[config.mk]
export PLATFORM = sky130hd
export DESIGN_NAME = dfl_bank
export DESIGN_NICKNAME = d
export VERILOG_FILES = /design/src/core/dfl_pkg.sv /design/src/core/dfl_bank.sv
export SDC_FILE = /design/constraint.sdc
export NUM_CORES = 1
export LEC_CHECK = 0
export ABC_AREA = 0
export BUFFER_PORTS_ARGS = -buffer_cell sky130_fd_sc_hd__buf_4
export CORE_ASPECT_RATIO = 0.5
export CORE_UTILIZATION = 30
export CTS_CLUSTER_DIAMETER = 200
export CTS_CLUSTER_SIZE = 24
export DETAILED_ROUTE_END_ITERATION = 16
export HOLD_SLACK_MARGIN = 0.06
export PLACE_DENSITY = 0.59
export RECOVER_POWER = 25
export SYNTH_ARGS = -nofsm -noshare
export SYNTH_HDL_FRONTEND = slang
export SYNTH_SLANG_ARGS = --single-unit
[constraint.sdc]
create_clock -name clk_sys -period 4.11 [get_ports clk_sys]
set_clock_uncertainty 0.15 [all_clocks]
set_input_delay 0 -clock clk_sys [delete_from_list [all_inputs] [get_ports clk_sys]]
set_output_delay 0 -clock clk_sys [all_outputs]
set_load 0.02 [all_outputs]
[src/core/dfl_pkg.sv]
// constants for the diagnostic fault latch bank
package dfl_pkg;
    localparam int DFL_AW = 8;
    localparam int DFL_DW = 8;
    localparam logic [7:0] DFL_OFS_SUMMARY = 8'h35;
    localparam logic [7:0] DFL_OFS_IN_CH1 = 8'h36;
    localparam logic [7:0] DFL_OFS_IN_CH2 = 8'h37;
    localparam logic [7:0] DFL_OFS_OUT_CH1 = 8'h38;
    localparam logic [7:0] DFL_OFS_OUT_CH2 = 8'h39;
    localparam logic [7:0] DFL_OFS_MISC = 8'h3A;
    localparam logic [7:0] DFL_RST_REG = 8'h00;
    localparam logic [7:0] DFL_UNMAPPED_DATA = 8'h00;
    // field positions
    localparam int DFL_SUM_IN1_BIT = 7;
    localparam int DFL_SUM_IN2_BIT = 6;
    localparam int DFL_SUM_OUT1_BIT = 5;
    localparam int DFL_SUM_OUT2_BIT = 4;
    localparam int DFL_SUM_VBAT_BIT = 3;
    localparam int DFL_OUT_FLAG_LSB = 4;
    localparam int DFL_CONV1_MASK_BIT = 3;
    localparam int DFL_CONV2_MASK_BIT = 2;
    localparam int DFL_REG_MASK_BIT = 1;
    localparam int DFL_REG_FLAG_BIT = 0;
    localparam int DFL_OV_LSB = 4;
    localparam int DFL_HS_LSB = 1;
    localparam int DFL_BUDGET_BIT = 0;
    // raw fault vector layout
    localparam int DFL_RAW_W = 34;
    localparam int DFL_RAW_IN1 = 0;
    localparam int DFL_RAW_IN2 = 8;
    localparam int DFL_RAW_OUT1 = 16;
    localparam int DFL_RAW_OUT2 = 20;
    localparam int DFL_RAW_VBAT = 24;
    localparam int DFL_RAW_REG = 25;
    localparam int DFL_RAW_OV = 26;
    localparam int DFL_RAW_HS = 30;
    localparam int DFL_RAW_BUDGET = 33;
    localparam logic [33:0] DFL_RST_RAW = 34'h0;
endpackage

[src/core/dfl_bank.sv]
// latched diagnostic fault flag register bank
`timescale 1ns/1ps
module dfl_bank
    import dfl_pkg::*;
(
    // clock and reset
    input wire logic clk_sys,
    input wire logic rst_n,
    // control register port
    input wire logic [DFL_AW-1:0] reg_addr,
    input wire logic reg_wr,
    input wire logic reg_rd,
    input wire logic [DFL_DW-1:0] reg_wdata,
    output logic [DFL_DW-1:0] reg_rdata,
    // fault detector levels, asynchronous to clk_sys
    input wire logic [7:0] in_ch1_fault,
    input wire logic [7:0] in_ch2_fault,
    input wire logic [3:0] out_ch1_fault,
    input wire logic [3:0] out_ch2_fault,
    input wire logic vbat_short_fault,
    input wire logic regulator_short_fault,
    input wire logic [3:0] overvoltage_fault,
    input wire logic [2:0] headset_event,
    input wire logic processor_budget_overload,
    // live view and masks
    output logic [7:0] live_summary,
    output logic conv1_overload_mask,
    output logic conv2_overload_mask,
    output logic regulator_short_mask
);

    typedef struct packed {
        logic [DFL_RAW_W-1:0] sync1;
        logic [DFL_RAW_W-1:0] sync2;
        logic [7:0] in1;
        logic [7:0] in2;
        logic [3:0] out1;
        logic [3:0] out2;
        logic vbat;
        logic reg_sc;
        logic [3:0] ov;
        logic [2:0] hs;
        logic budget;
        logic conv1_mask;
        logic conv2_mask;
        logic reg_mask;
        logic [7:0] rdata;
        logic [7:0] live;
    } dfl_state_t;

    dfl_state_t st;
    dfl_state_t next_st;

    logic [DFL_RAW_W-1:0] raw;
    assign raw = {processor_budget_overload, headset_event,
                  overvoltage_fault, regulator_short_fault,
                  vbat_short_fault, out_ch2_fault, out_ch1_fault,
                  in_ch2_fault, in_ch1_fault};

    // synchronised fault levels
    logic [7:0] f_in1;
    logic [7:0] f_in2;
    logic [3:0] f_out1;
    logic [3:0] f_out2;
    logic f_vbat;
    logic f_reg;
    logic [3:0] f_ov;
    logic [2:0] f_hs;
    logic f_budget;
    assign f_in1 = st.sync2[DFL_RAW_IN1 +: 8];
    assign f_in2 = st.sync2[DFL_RAW_IN2 +: 8];
    assign f_out1 = st.sync2[DFL_RAW_OUT1 +: 4];
    assign f_out2 = st.sync2[DFL_RAW_OUT2 +: 4];
    assign f_vbat = st.sync2[DFL_RAW_VBAT];
    assign f_reg = st.sync2[DFL_RAW_REG];
    assign f_ov = st.sync2[DFL_RAW_OV +: 4];
    assign f_hs = st.sync2[DFL_RAW_HS +: 3];
    assign f_budget = st.sync2[DFL_RAW_BUDGET];

    // current register images
    logic [7:0] img_sum;
    logic [7:0] img_in1;
    logic [7:0] img_in2;
    logic [7:0] img_out1;
    logic [7:0] img_out2;
    logic [7:0] img_misc;

    always_comb begin
        img_sum = DFL_RST_REG;
        img_sum[DFL_SUM_IN1_BIT] = |st.in1;
        img_sum[DFL_SUM_IN2_BIT] = |st.in2;
        img_sum[DFL_SUM_OUT1_BIT] = |st.out1;
        img_sum[DFL_SUM_OUT2_BIT] = |st.out2;
        img_sum[DFL_SUM_VBAT_BIT] = st.vbat;
        img_in1 = st.in1;
        img_in2 = st.in2;
        img_out1 = DFL_RST_REG;
        img_out1[DFL_OUT_FLAG_LSB +: 4] = st.out1;
        img_out1[DFL_CONV1_MASK_BIT] = st.conv1_mask;
        img_out1[DFL_CONV2_MASK_BIT] = st.conv2_mask;
        img_out2 = DFL_RST_REG;
        img_out2[DFL_OUT_FLAG_LSB +: 4] = st.out2;
        img_out2[DFL_REG_MASK_BIT] = st.reg_mask;
        img_out2[DFL_REG_FLAG_BIT] = st.reg_sc;
        img_misc = DFL_RST_REG;
        img_misc[DFL_OV_LSB +: 4] = st.ov;
        img_misc[DFL_HS_LSB +: 3] = st.hs;
        img_misc[DFL_BUDGET_BIT] = st.budget;
    end

    // read strobes per register
    logic rd_sum;
    logic rd_in1;
    logic rd_in2;
    logic rd_out1;
    logic rd_out2;
    logic rd_misc;
    assign rd_sum = reg_rd && (reg_addr == DFL_OFS_SUMMARY);
    assign rd_in1 = reg_rd && (reg_addr == DFL_OFS_IN_CH1);
    assign rd_in2 = reg_rd && (reg_addr == DFL_OFS_IN_CH2);
    assign rd_out1 = reg_rd && (reg_addr == DFL_OFS_OUT_CH1);
    assign rd_out2 = reg_rd && (reg_addr == DFL_OFS_OUT_CH2);
    assign rd_misc = reg_rd && (reg_addr == DFL_OFS_MISC);

    always_comb begin
        next_st = st;
        next_st.sync1 = raw;
        next_st.sync2 = st.sync1;
        // flags keep until read; a present fault always wins
        next_st.in1 = f_in1 | (rd_in1 ? 8'h00 : st.in1);
        next_st.in2 = f_in2 | (rd_in2 ? 8'h00 : st.in2);
        next_st.out1 = f_out1 | (rd_out1 ? 4'h0 : st.out1);
        next_st.out2 = f_out2 | (rd_out2 ? 4'h0 : st.out2);
        next_st.vbat = f_vbat | (~rd_sum & st.vbat);
        next_st.reg_sc = f_reg | (~rd_out2 & st.reg_sc);
        next_st.ov = f_ov | (rd_misc ? 4'h0 : st.ov);
        next_st.hs = f_hs | (rd_misc ? 3'h0 : st.hs);
        next_st.budget = f_budget | (~rd_misc & st.budget);
        // only mask bits take writes; flags and reserved bits ignore them
        if (reg_wr && (reg_addr == DFL_OFS_OUT_CH1)) begin
            next_st.conv1_mask = reg_wdata[DFL_CONV1_MASK_BIT];
            next_st.conv2_mask = reg_wdata[DFL_CONV2_MASK_BIT];
        end
        if (reg_wr && (reg_addr == DFL_OFS_OUT_CH2)) begin
            next_st.reg_mask = reg_wdata[DFL_REG_MASK_BIT];
        end
        if (reg_rd) begin
            case (reg_addr)
                DFL_OFS_SUMMARY: next_st.rdata = img_sum;
                DFL_OFS_IN_CH1: next_st.rdata = img_in1;
                DFL_OFS_IN_CH2: next_st.rdata = img_in2;
                DFL_OFS_OUT_CH1: next_st.rdata = img_out1;
                DFL_OFS_OUT_CH2: next_st.rdata = img_out2;
                DFL_OFS_MISC: next_st.rdata = img_misc;
                default: next_st.rdata = DFL_UNMAPPED_DATA;
            endcase
        end
        // live summary follows present faults without holding
        next_st.live = DFL_RST_REG;
        next_st.live[DFL_SUM_IN1_BIT] = |f_in1;
        next_st.live[DFL_SUM_IN2_BIT] = |f_in2;
        next_st.live[DFL_SUM_OUT1_BIT] = |f_out1;
        next_st.live[DFL_SUM_OUT2_BIT] = |f_out2;
        next_st.live[DFL_SUM_VBAT_BIT] = f_vbat;
    end

    always_ff @(posedge clk_sys or negedge rst_n) begin
        if (!rst_n) begin
            st.sync1 <= DFL_RST_RAW;
            st.sync2 <= DFL_RST_RAW;
            st.in1 <= DFL_RST_REG;
            st.in2 <= DFL_RST_REG;
            st.out1 <= 4'h0;
            st.out2 <= 4'h0;
            st.vbat <= 1'b0;
            st.reg_sc <= 1'b0;
            st.ov <= 4'h0;
            st.hs <= 3'h0;
            st.budget <= 1'b0;
            st.conv1_mask <= 1'b0;
            st.conv2_mask <= 1'b0;
            st.reg_mask <= 1'b0;
            st.rdata <= DFL_RST_REG;
            st.live <= DFL_RST_REG;
        end else begin
            st <= next_st;
        end
    end

    assign reg_rdata = st.rdata;
    assign live_summary = st.live;
    assign conv1_overload_mask = st.conv1_mask;
    assign conv2_overload_mask = st.conv2_mask;
    assign regulator_short_mask = st.reg_mask;

endmodule

==> reports/results.ini <==
[pwr]
ir_drop_mv=0.2303
p_leak_nw=2.373
pwr_density_cell_mw_per_mm2=503.4
total_power_mw=2.904

[setup_path]
start_kind=primary input
critPathMaxStageDelay_ps=750
worstReg2RegEnd=reg_rdata[4]
worstPathCellList=dlygate4sd3_1 > buf_4 > nor3b_4 > dlygate4sd3_1 > o21ai_0 > a31oi_1 > dlygate4sd3_1
cpMostUsedCell=dlygate4sd3_1
reg2reg_slack_ps=2100
ff2ff_path_depth=5
critPathArrivalTime_ps=2760
critPathMaxFanout=8
critPathSlowestCell=dlygate4sd3_1
critPathKind=primary input to flip-flop
cpLargestDelayFamily=buffers and inverters
cp.required_ps=4300
reg2reg_from=img_out2[6]
cp_num_buf_inv=4
cp-end-kind=flip-flop

[routing]
drt_iter0_markers=110
drt-pass1-iter-count=4
vias=2533
finalWirelength_um=8481
wl_per_cell_um=14.88
ant_nets=0
drc=0
drt-vias-per-instance=4.444

[synth]
ys_ff_latch=118
synth_common_cells=dfrtp_1 (118), a21o_1 (34), nor4_1 (10)
synthFlopType=dfrtp_1
synthCells=257
synthArstFlopShare_pct=100.0
synth_edf_count=0
synth_top_area_share_pct=74.42
synthTopCellsByArea=dfrtp_1 (74%), a21o_1 (6.4%), mux2i_1 (2.3%)
seq_area_frac_synth_pct=74.42
syn_area_mm2=0.003968
yosys.area.top_type=dfrtp_1
yosysMostFrequentCell=dfrtp_1
yosysWarnings=0
ys_types=35
synth.avg_cell_area_um2=15.44

[timing]
fin_ws_ps=1536
slew_headroom_pct=35.24
max_freq_mhz=388.5
min_period_over_period_pct=62.63
finalSetupViolations=0
hold_ws_ps=107.2
rsz0062_at_grt=no
slew_violations=0
tightest_slew_ps=971.5
final.min_clock_period_ps=2574
hold_viol_final=0
setup_tns_ps=0

[final_layout]
multi_input_area_um2=950.9
syn2layout_area_growth_pct=45.41
postLayoutCellArea_mm2=0.005769
layout.nets=441
layout-drive-gt1-share_pct=26.75
fillCellCount=1156
diodes=0
register_area_mm2=0.002953
largest_reg_flops=34

[run]
cap_violations=0

[placed_design]
place_congestion=0.7954
dp_slack_ps=2161
port_buffers=64
dpl_cell_area_mm2=0.004631
place_hpwl_um=5382

[clock_tree]
cts_buffer_depth=2
cts_tree=built
clk_pin_slew_ps=50
cts_resized=0
clockRootBuffer=clkbuf_16
cts.sinks=118
clk_latency_ps=410
htree_levels=4
cts_made_buffers=17

[min_path]
hp-class=primary input to flip-flop
hold_path.startpoint=out_ch1_fault[1]
worstHoldEndpoint=next_st[70]
hold_depth=2

[floorplanning]
core_mm2=0.01277
num_rows=29
die_h_um=83.32
die-area_mm2=0.01372
ios=73
start_util_pct=31.06
die_x_um=164.6

[global_routing]
grtUsageTotal_pct=13.72
grt-ovfl-total=0
grt_pass1_wl_um=13810
grt_max_degree=81
grt_pass1_vias=2665
antenna_found_initial=0

[status]
status=completed

-- through the flow --
step,util [%],instances
finish,45.17,570
floorplan,-,259
detailed placement,36.26,486
global placement,36.26,486
global route,45.17,570
CTS,45.20,570
-- repair_timing --
action,4_1_cts,5_1_grt
hold endpoints to repair,189,0
hold buffers,52,0
setup buffers,0,0
-- per-layer routing --
metal | global-route usage, % | share of wire (%) | routed length, um | vias up
li1 | - | - | - | 1198
met1 | 19.07 | 50 | 4242 | 1277
met2 | 18.95 | 45 | 3792 | 49
met3 | 5.145 | 4.1 | 344 | 9
met4 | 6.005 | 1.2 | 101 | 0
met5 | 0 | 0 | 0 | -
-- cell usage in the layout, fill, tap and decap left out, types with 2 or more instances in the layout --
cell,instances
dfrtp_1,118
dlygate4sd3_1,52
a21o_1,34
clkbuf_4,33
buf_4,32
clkbuf_16,17
nor4_1,10
mux2i_1,9
nor2_1,7
nand3_1,6
o22ai_1,6
mux2_2,6
inv_1,5
o2bb2ai_1,5
nand2_1,4
a21oi_1,4
a31oi_1,4
or4bb_1,4
clkinv_2,4
bufinv_16,4
clkinvlp_4,4
o21ai_0,3
a22oi_1,3
conb_1,3
nor2b_1,2
nand2b_1,2
or4_1,2
nand4b_1,2
a311oi_1,2
clkbuf_1,2
-- how the worst max path moves through the flow --
stage | slack [ps] | endpoint | startpoint | depth (start not counted)
after floorplan | 2710 | img_in2[0] | reg_addr[6] | 5
after global placement | 2200 | img_misc[7] | reg_addr[6] | 5
after detailed placement | 2160 | img_misc[3] | reg_addr[6] | 5
after CTS | 1580 | reg_rdata[6] | reg_addr[3] | 7
after global routing | 1440 | reg_rdata[6] | reg_addr[3] | 7
final | 1540 | reg_rdata[6] | reg_addr[3] | 7
-- cells by family after synthesis --
group                  Yosys count  synth area share [%]
AO/OA/AOI/OAI                   64                 11.73
buffers and inverters           14                 1.797
flip-flops                     118                 74.42
multiplexers                    15                 3.973
other                            1               0.09452
AND/OR/NAND/NOR                 45                 7.978
-- worst reg2reg max path: stages, from the launching register on --
cell	delay, ps
dfrtp_1	420
nor4_1	300
o22ai_1	110
a22oi_1	230
a21oi_1	100
dlygate4sd3_1	570
-- area by class of cell --
cell class              count  area share, %
flip-flops and latches    118          51.18
repair buffers            118          17.54
multi-input cells         127          16.48
clock buffers              19          7.677
well taps                 170          3.687
clock inverters            13          3.101
inverters                   5         0.3253
-- power by group --
| part | switching [mW] | internal [mW] |
|---|---|---|
| sequential | 0.0180 | 1.20 |
| clock | 0.507 | 1.03 |
| combinational | 0.0705 | 0.0801 |
Note: power is estimated with default switching activity, not from simulation.
